==> config.mk <==
export PLATFORM = sky130hd
export DESIGN_NAME = adcctl_top
export DESIGN_NICKNAME = d
export VERILOG_FILES = /design/src/adcctl_top.v
export VERILOG_INCLUDE_DIRS = /design/src
export SDC_FILE = /design/constraint.sdc
export NUM_CORES = 1
export LEC_CHECK = 0
export ABC_AREA = 1
export BUFFER_PORTS_ARGS = -buffer_cell sky130_fd_sc_hd__buf_4
export CAP_MARGIN = 20
export CORE_AREA = 2 2 85 128
export CTS_BUF_LIST = sky130_fd_sc_hd__clkbuf_4
export DETAILED_ROUTE_END_ITERATION = 10
export DIE_AREA = 0 0 87 130
export PLACE_DENSITY_LB_ADDON = 0.15
export SYNTH_ARGS = -nofsm -noshare
export SYNTH_HDL_FRONTEND = slang
export SYNTH_SLANG_ARGS = --single-unit
==> constraint.sdc <==
create_clock -name CLK_I -period 3.6 [get_ports CLK_I]
set_input_delay 0.36 -clock CLK_I [delete_from_list [all_inputs] [get_ports CLK_I]]
set_output_delay 0.36 -clock CLK_I [all_outputs]
set_load 0.01 [all_outputs]
==> src/adcctl_regs.vh <==
// What this block does
// - channel codes 111111..111011 route reference buffers, dac, temp sensor, ground
// - codes 010111..010000 port c, 001111..001100 port b, 000101..000000 port a
// - codes 001011..001000 are reserved and connect no channel
// - writing one to the status bit starts a conversion; reads one meanwhile
// - hardware clears the status bit when the conversion completes
// - enable bit turns the converter on; zero means disabled, no current
// - port a pins 4 and 5 analog off when external system clock
// - right justified format forces six upper high-result bits to zero
// - left justified format forces six lower low-result bits to zero
// - clock field picks sysclk/2,/8,/32,/4,/16,/64 or rc clock for 011,111
// - reference field: 00 supply, 10 external pin, 11 fixed reference, 01 reserved
// - control one bits 3-2 and trigger select bits 7-5 read zero
// - trigger field picks auto source, detected on rising edge only
// - left justified high result holds result bits 9 to 2
// - left justified low result bits 7-6 hold result bits 1-0
// - right justified high result bits 1-0 hold result bits 9-8
// - right justified low result holds result bits 7 to 0
// - rising edge of selected trigger sets the status bit, starting conversion
// - trigger value 0 disables; 0x13 and above reserved
//
// Purpose: register offsets, fields and reset values of the converter control
// Assumes: 32-bit axi4-lite words, 8-bit registers in the low byte
// Notes:   definitions only
`ifndef ADCCTL_REGS_VH
`define ADCCTL_REGS_VH
`define ADCCTL_OFS_CTRL0    4'h0
`define ADCCTL_OFS_CTRL1    4'h1
`define ADCCTL_OFS_TRIG     4'h2
`define ADCCTL_OFS_RES_HI   4'h3
`define ADCCTL_OFS_RES_LO   4'h4
`define ADCCTL_RST_CTRL0    8'h00
`define ADCCTL_RST_CTRL1    8'h00
`define ADCCTL_RST_TRIG     8'h00
`define ADCCTL_BIT_ENABLE   0
`define ADCCTL_BIT_GO       1
`define ADCCTL_CHS_LSB      2
`define ADCCTL_BIT_FMT      7
`define ADCCTL_CS_LSB       4
`define ADCCTL_TRIG_MAX     5'h12
`define ADCCTL_CH_VSS       6'h3b
`define ADCCTL_CH_RSV_LO    6'h08
`define ADCCTL_CH_RSV_HI    6'h0b
`define ADCCTL_CH_RA4       6'h04
`define ADCCTL_CH_RA5       6'h05
`define ADCCTL_CONV_CYCLES  8'd11
`define ADCCTL_RC_DIV       8'd50
`endif

==> src/adcctl_top.v <==
// Purpose: register control of a 10-bit successive-approximation converter
// Assumes: analog core returns a 10-bit value after a fixed number of bit times
// Notes:   core is modelled by a bit-time counter; value comes from ADC_DATA_I
//
// The AXI4-Lite slave port and the placing of the registers were chosen for this implementation.
`timescale 1ns/1ns
`include "adcctl_regs.vh"
module adcctl_top
#(
    parameter CONV_CYCLES = 11,
    parameter RC_DIV      = 50
)
(
    input  wire        CLK_I,
    input  wire        RST_B_I,
    input  wire [11:0] S_AXI_AWADDR_I,
    input  wire        S_AXI_AWVALID_I,
    output wire        S_AXI_AWREADY_O,
    input  wire [31:0] S_AXI_WDATA_I,
    input  wire [3:0]  S_AXI_WSTRB_I,
    input  wire        S_AXI_WVALID_I,
    output wire        S_AXI_WREADY_O,
    output reg  [1:0]  S_AXI_BRESP_O,
    output reg         S_AXI_BVALID_O,
    input  wire        S_AXI_BREADY_I,
    input  wire [11:0] S_AXI_ARADDR_I,
    input  wire        S_AXI_ARVALID_I,
    output wire        S_AXI_ARREADY_O,
    output reg  [31:0] S_AXI_RDATA_O,
    output reg  [1:0]  S_AXI_RRESP_O,
    output reg         S_AXI_RVALID_O,
    input  wire        S_AXI_RREADY_I,
    input  wire [18:0] TRIG_SRC_I,
    input  wire        EXT_SYSCLK_I,
    input  wire [9:0]  ADC_DATA_I,
    output reg  [5:0]  CHANNEL_SEL_O,
    output reg         CHANNEL_VALID_O,
    output reg  [1:0]  REF_SEL_O,
    output reg         CONVERTER_ENABLE_O,
    output reg         CONV_CLK_EN_O,
    output reg         SAMPLE_O
);

    // software registers
    reg [5:0] channel_select;
    reg       converter_enable;
    reg       conv_go;
    reg       result_format;
    reg [2:0] conversion_clock_select;
    reg [1:0] positive_reference_select;
    reg [4:0] trigger_source_select;
    reg [7:0] result_high;
    reg [7:0] result_low;
    // axi holding state
    reg        aw_held;
    reg        w_held;
    reg [11:0] aw_addr;
    reg [31:0] w_data;
    reg [3:0]  w_strb;
    // conversion engine
    reg [7:0] div_cnt;
    reg [7:0] bit_cnt;
    reg [18:0] trig_s1;
    reg [18:0] trig_s2;
    reg        ext_s1;
    reg        ext_s2;
    reg        sel_now;
    reg        sel_prev;
    reg [7:0]  div_target;
    reg [7:0]  rd_byte;
    wire       wr_fire;
    wire       wr_go;
    wire       trig_rise;
    wire       conv_done;
    wire [3:0] wr_idx;
    wire [3:0] rd_idx;
    // reset images, sliced per field so no field is cut or padded
    localparam [7:0] rst_ctrl0 = `ADCCTL_RST_CTRL0;
    localparam [7:0] rst_ctrl1 = `ADCCTL_RST_CTRL1;
    localparam [7:0] rst_trig  = `ADCCTL_RST_TRIG;

    assign S_AXI_AWREADY_O = !aw_held && !S_AXI_BVALID_O;
    assign S_AXI_WREADY_O  = !w_held && !S_AXI_BVALID_O;
    assign S_AXI_ARREADY_O = !S_AXI_RVALID_O;
    assign wr_fire = aw_held && w_held && !S_AXI_BVALID_O;
    assign wr_idx  = aw_addr[5:2];
    assign rd_idx  = S_AXI_ARADDR_I[5:2];
    // a write of one to the status bit starts a conversion
    assign wr_go = wr_fire && (wr_idx == `ADCCTL_OFS_CTRL0) && w_strb[0]
                   && (aw_addr[11:6] == 6'h00) && w_data[`ADCCTL_BIT_GO];

    // pins and trigger sources come from other domains: two flops first
    always @(posedge CLK_I)
    begin
        if (!RST_B_I)
        begin
            trig_s1  <= 19'h00000;
            trig_s2  <= 19'h00000;
            ext_s1   <= 1'b0;
            ext_s2   <= 1'b0;
            sel_prev <= 1'b0;
        end
        else
        begin
            trig_s1  <= TRIG_SRC_I;
            trig_s2  <= trig_s1;
            ext_s1   <= EXT_SYSCLK_I;
            ext_s2   <= ext_s1;
            sel_prev <= sel_now;
        end
    end

    // trigger mux; codes 0 and reserved select nothing
    always @*
    begin
        sel_now = 1'b0;
        if (trigger_source_select != 5'h00 && trigger_source_select <= `ADCCTL_TRIG_MAX)
            sel_now = trig_s2[trigger_source_select - 5'h01];
    end
    assign trig_rise = sel_now && !sel_prev;

    // conversion clock divider target
    always @*
    begin
        case (conversion_clock_select)
            3'b000:  div_target = 8'd2;
            3'b001:  div_target = 8'd8;
            3'b010:  div_target = 8'd32;
            3'b100:  div_target = 8'd4;
            3'b101:  div_target = 8'd16;
            3'b110:  div_target = 8'd64;
            default: div_target = RC_DIV[7:0];
        endcase
    end

    // one bit time per divider wrap; counts only while converting
    always @(posedge CLK_I)
    begin
        if (!RST_B_I)
        begin
            div_cnt       <= 8'h00;
            CONV_CLK_EN_O <= 1'b0;
        end
        else if (!conv_go)
        begin
            div_cnt       <= 8'h00;
            CONV_CLK_EN_O <= 1'b0;
        end
        else if (div_cnt >= div_target - 8'd1)
        begin
            div_cnt       <= 8'h00;
            CONV_CLK_EN_O <= 1'b1;
        end
        else
        begin
            div_cnt       <= div_cnt + 8'd1;
            CONV_CLK_EN_O <= 1'b0;
        end
    end

    assign conv_done = conv_go && CONV_CLK_EN_O && (bit_cnt == CONV_CYCLES[7:0] - 8'd1);

    // bit counter; sample pulse on the first bit time
    always @(posedge CLK_I)
    begin
        if (!RST_B_I)
        begin
            bit_cnt  <= 8'h00;
            SAMPLE_O <= 1'b0;
        end
        else
        begin
            SAMPLE_O <= conv_go && CONV_CLK_EN_O && (bit_cnt == 8'h00);
            if (!conv_go || conv_done)
                bit_cnt <= 8'h00;
            else if (CONV_CLK_EN_O)
                bit_cnt <= bit_cnt + 8'd1;
        end
    end

    // axi write address and data, taken in either order
    always @(posedge CLK_I)
    begin
        if (!RST_B_I)
        begin
            aw_held        <= 1'b0;
            w_held         <= 1'b0;
            aw_addr        <= 12'h000;
            w_data         <= 32'h00000000;
            w_strb         <= 4'h0;
            S_AXI_BVALID_O <= 1'b0;
            S_AXI_BRESP_O  <= 2'b00;
        end
        else
        begin
            if (S_AXI_AWVALID_I && S_AXI_AWREADY_O)
            begin
                aw_held <= 1'b1;
                aw_addr <= S_AXI_AWADDR_I;
            end
            if (S_AXI_WVALID_I && S_AXI_WREADY_O)
            begin
                w_held <= 1'b1;
                w_data <= S_AXI_WDATA_I;
                w_strb <= S_AXI_WSTRB_I;
            end
            if (wr_fire)
            begin
                aw_held        <= 1'b0;
                w_held         <= 1'b0;
                S_AXI_BVALID_O <= 1'b1;
                // unmapped addresses answer slverr
                S_AXI_BRESP_O  <= (aw_addr[11:6] != 6'h00 || wr_idx > `ADCCTL_OFS_RES_LO)
                                  ? 2'b10 : 2'b00;
            end
            else if (S_AXI_BVALID_O && S_AXI_BREADY_I)
                S_AXI_BVALID_O <= 1'b0;
        end
    end

    // control registers and the status bit
    always @(posedge CLK_I)
    begin
        if (!RST_B_I)
        begin
            channel_select            <= rst_ctrl0[7:2];
            converter_enable          <= rst_ctrl0[`ADCCTL_BIT_ENABLE];
            conv_go                   <= rst_ctrl0[`ADCCTL_BIT_GO];
            result_format             <= rst_ctrl1[`ADCCTL_BIT_FMT];
            conversion_clock_select   <= rst_ctrl1[6:4];
            positive_reference_select <= rst_ctrl1[1:0];
            trigger_source_select     <= rst_trig[4:0];
            result_high               <= 8'h00;
            result_low                <= 8'h00;
        end
        else
        begin
            if (wr_fire && w_strb[0] && aw_addr[11:6] == 6'h00)
            begin
                case (wr_idx)
                    `ADCCTL_OFS_CTRL0:
                    begin
                        channel_select   <= w_data[7:2];
                        converter_enable <= w_data[`ADCCTL_BIT_ENABLE];
                    end
                    `ADCCTL_OFS_CTRL1:
                    begin
                        result_format             <= w_data[`ADCCTL_BIT_FMT];
                        conversion_clock_select   <= w_data[6:4];
                        positive_reference_select <= w_data[1:0];
                    end
                    `ADCCTL_OFS_TRIG:   trigger_source_select <= w_data[4:0];
                    `ADCCTL_OFS_RES_HI: result_high <= w_data[7:0];
                    `ADCCTL_OFS_RES_LO: result_low  <= w_data[7:0];
                    default:            result_low  <= result_low;
                endcase
            end
            // hardware clear; start wins over clear in the same cycle
            if (conv_done)
                conv_go <= 1'b0;
            // software start, trigger start; needs the converter on
            if ((wr_go || trig_rise) && converter_enable)
                conv_go <= 1'b1;
            if (conv_done)
            begin
                if (result_format)
                begin
                    result_high <= {6'h00, ADC_DATA_I[9:8]};
                    result_low  <= ADC_DATA_I[7:0];
                end
                else
                begin
                    result_high <= ADC_DATA_I[9:2];
                    result_low  <= {ADC_DATA_I[1:0], 6'h00};
                end
            end
        end
    end

    // analog side controls
    always @(posedge CLK_I)
    begin
        if (!RST_B_I)
        begin
            CHANNEL_SEL_O      <= 6'h00;
            CHANNEL_VALID_O    <= 1'b0;
            REF_SEL_O          <= 2'b00;
            CONVERTER_ENABLE_O <= 1'b0;
        end
        else
        begin
            CHANNEL_SEL_O <= channel_select;
            CHANNEL_VALID_O <= (channel_select >= `ADCCTL_CH_VSS)
                || (channel_select >= 6'h0c && channel_select <= 6'h17)
                || (channel_select <= `ADCCTL_CH_RA5
                    // external clock kills pins 4 and 5
                    && !(ext_s2 && (channel_select == `ADCCTL_CH_RA4
                                    || channel_select == `ADCCTL_CH_RA5)));
            // reserved code falls back to supply
            REF_SEL_O <= (positive_reference_select == 2'b01) ? 2'b00
                         : positive_reference_select;
            CONVERTER_ENABLE_O <= converter_enable;
        end
    end

    // read mux
    always @*
    begin
        case (rd_idx)
            `ADCCTL_OFS_CTRL0:  rd_byte = {channel_select, conv_go, converter_enable};
            `ADCCTL_OFS_CTRL1:  rd_byte = {result_format, conversion_clock_select, 2'b00,
                                           positive_reference_select};
            `ADCCTL_OFS_TRIG:   rd_byte = {3'b000, trigger_source_select};
            `ADCCTL_OFS_RES_HI: rd_byte = result_high;
            `ADCCTL_OFS_RES_LO: rd_byte = result_low;
            default:            rd_byte = 8'h00;
        endcase
    end

    // read channel: answer one cycle after address is taken
    always @(posedge CLK_I)
    begin
        if (!RST_B_I)
        begin
            S_AXI_RVALID_O <= 1'b0;
            S_AXI_RDATA_O  <= 32'h00000000;
            S_AXI_RRESP_O  <= 2'b00;
        end
        else if (S_AXI_ARVALID_I && S_AXI_ARREADY_O)
        begin
            S_AXI_RVALID_O <= 1'b1;
            S_AXI_RDATA_O  <= {24'h000000, rd_byte};
            S_AXI_RRESP_O  <= (S_AXI_ARADDR_I[11:6] != 6'h00 || rd_idx > `ADCCTL_OFS_RES_LO)
                              ? 2'b10 : 2'b00;
        end
        else if (S_AXI_RVALID_O && S_AXI_RREADY_I)
            S_AXI_RVALID_O <= 1'b0;
    end

endmodule
==> flow_metrics.tcl <==
set metrics [dict create \
    status "completed" \
    required_ns 4.05 \
    finalPower_uw 2670 \
    cts_buffers 17 \
    layout-drive-gt1-share_pct 14.0 \
    cp-startpoint "conversion_clock_select[0]" \
    ff_latch_area_sq_um 2740 \
    rsz0062_at_grt "no" \
    ir_worst_vdd_v 0.000249 \
    ys_ff_latch 137 \
    r2r_slack_ns 0.97 \
    setup_ws_ns 0.967 \
    hpwl_um 9930 \
    placementRows 46 \
    first_iter_violations 235 \
    avgSynthCellArea_sq_um 7.42 \
    worst_path_max_delay_cell "dfxtp_1" \
    slew_headroom_pct 44.8 \
    drc 0 \
    core_area_sq_um 10300 \
    num-nets-final 1008 \
    synth_edf_count 0 \
    min_period_ns 2.63 \
    hold_class "in -> reg" \
    gp_congestion 0.839 \
    synthXorXnorAreaFrac_pct 1.33 \
    finalMaxSlewViolations 0 \
    initial_utilization_pct 57.6 \
    routedWlPerCell_um 12.9 \
    period_share_pct 73.2 \
    worst_slew_pin_slew_ns 0.820 \
    drt_first_pass_iters 4 \
    port_buffers 92 \
    cp_max_fo 8 \
    antenna_found_initial 0 \
    clock_sinks 137 \
    crit_type "reg -> reg" \
    synth_cells 799 \
    clock_skew_ns 0.0109 \
    hold_start "TRIG_SRC_I[6]" \
    multiInputGateArea_sq_um 2560 \
    yosysSeqAreaShare_pct 46.2 \
    fill_cells 891 \
    synthMuxAreaShare_pct 0.675 \
    grt_pass1_wl_um 21600 \
    ys.flop_type "dfxtp_1" \
    grt_max_degree 81 \
    syn_to_final_growth_pct 16.3 \
    routed_wl_um 13200 \
    power_density_nw_per_um2 387 \
    grt_usage_pct 24.4 \
    cts.clk_slew.worst_paths_ns 0.11 \
    synth_warnings 0 \
    path_cells "nor2_1 -> nand2_1 -> nand2_1 -> inv_1 -> ha_1 -> inv_1 -> xor2_1 -> inv_1 -> ha_1 -> a21oi_1 -> o21ai_0 -> nand3_1 -> nand2_1 -> a31oi_1 -> nand2_1 -> nor2_1" \
    clock_path_buffers 2 \
    grt_overflow 0 \
    antenna_left 0 \
    cts_resized 0 \
    vias 5179 \
    path_delay_family "simple AND/OR/NAND/NOR gates" \
    p_leak_uw 0.00322 \
    cts_tree "built" \
    synth_top_family_by_area "simple AND/OR/NAND/NOR gates" \
    synth-adder-area-share_pct 2.95 \
    crit-reg2reg-launch "conversion_clock_select[0]" \
    max_cap_viol_count 0 \
    grt_pass1_vias 4801 \
    setup_tns_ns 0 \
    synth_area_sq_um 5930 \
    yosysUniqueCellTypes 36 \
    io_pins 150 \
    startpoint_type "flip-flop" \
    htree_levels 4 \
    viasPerCell 5.05 \
    diodes 0 \
    fmax_ghz 0.380 \
    fp.dieW_um 87 \
    clk-insertion-delay-late_ns 0.52 \
    cp_num_buf_inv 3 \
    hold_viol_final 0 \
    async_flop_share_pct 0 \
    clock-root-buffer "clkbuf_4" \
    die_h_um 130 \
    cpPeakStageDelay_ns 0.36 \
    synthSimpleGateAreaFrac_pct 22.5 \
    setup_violations 0 \
    pre_cts_ws_ns 1.02 \
    path_common_cell "nand2_1" \
    cp.arrival_ns 3.08 \
    dieArea_sq_um 11300 \
    synth-compound-area-share_pct 14.0 \
    endpoint_kind "flip-flop" \
    post_cts_buffers 0 \
]
==> through the flow <==
step	util (%)	instance area, sq um	cells	hold slack, ns
floorplan	-	6020	824	0.390
global placement	63.9	6590	988	0.392
detailed placement	63.9	6590	988	0.398
CTS	66.8	6890	1024	0.00170
global route	66.9	6900	1025	0.00433
finish	66.9	6900	1025	0.0247
==> synth_stat cells, types with 2 or more instances <==
master,instances,area [sq um]
dfxtp_1,137,2740
a21oi_1,53,265
a211o_1,2,17.5
buf_4,26,195
o22ai_1,6,37.5
mux2i_1,4,40.0
inv_1,114,428
nor3_1,9,45.0
nand3_1,36,180
inv_2,2,7.51
xnor2_1,4,35.0
nand3_2,2,20.0
nor3b_1,2,15.0
clkbuf_1,19,71.3
ha_1,14,175
o21ai_4,2,32.5
nand2_1,170,638
a211oi_1,12,90.1
nor2_1,83,312
nor4_1,4,25.0
conb_1,2,7.51
nor2_2,2,12.5
xor2_1,5,43.8
o21ai_0,68,340
nand4_1,7,43.8
o21a_1,2,15.0
buf_2,3,15.0
==> power breakdown <==
part | total [uW] | internal [uW] | switching (uW)
Clock | 828 | 336 | 492
Combinational | 246 | 104 | 142
Sequential | 1600 | 1560 | 32.9
==> worst reg2reg max path: cells and delay by family (launching register included) <==
family | cells | cell delay (ns)
compound gates | 3 | 0.44
xor+xnor | 1 | 0.15
fa+ha+maj | 2 | 0.48
buf+inv | 3 | 0.21
flops | 1 | 0.36
simple gates | 7 | 0.94
==> timing repair <==
item / CTS / global route
endpoints found under the setup margin: 0 / 0
hold buffers: 9 / 1
endpoints found under the hold margin: 9 / 1
==> kinds of logic after synthesis <==
| family | Yosys count |
|---|---|
| compound gates | 149 |
| xor+xnor | 9 |
| fa+ha+maj | 14 |
| buf+inv | 165 |
| flops | 137 |
| mux | 4 |
| other cells | 2 |
| simple gates | 319 |
==> final timing paths <==
check | to | depth (start not counted)
worst min register to register | trig_s2[13] | 2
worst min-delay path | trig_s1[6] | 3
worst max register to register | div_cnt[2] | 16
worst max-delay path | div_cnt[2] | 16
==> final cells by class <==
class	instances	share of cell area [%]
multi-input combinational	522	37.1
clock buffer	20	2.18
clock inverter	7	0.835
tap	120	2.18
timing repair buffer	103	11.6
sequential	137	39.8
inverter	116	6.31
==> routing by layer <==
layer	wire length (um)	GRT usage (%)	vias up	part of all wire, %
met4	431	12.0	0	3.3
met3	505	4.93	33	3.8
met2	7240	44.5	127	55
met5	0	0	-	0
met1	5040	26.3	2327	38
li1	-	-	2692	-
==> sequential cells by signal (all words and copies together), names as in the netlist, 3 cells and up <==
name / count
CHANNEL_SEL_O: 6
conversion_clock_select: 3
trig_s2: 19
trigger_source_select: 5
channel_select: 6
div_cnt: 8
result_high: 8
result_low: 8
aw_addr: 10
bit_cnt: 8
w_data: 8
S_AXI_RDATA_O: 8
trig_s1: 19
==> cell usage in the layout (no fill, tap or decap), drive strengths merged, types with 4 or more instances in the layout <==
master	n
nand2	171
buf	93
dlygate4sd3	10
a21oi	53
conb	27
xnor2	4
nor4	4
nor3	10
nand4	8
clkbuf	20
mux2i	4
nand3	38
nor2	85
clkinv	5
xor2	5
o22ai	6
o21ai	70
inv	116
dfxtp	137
ha	14
a211oi	12
No activity file was read; power rests on OpenSTA's default activity.
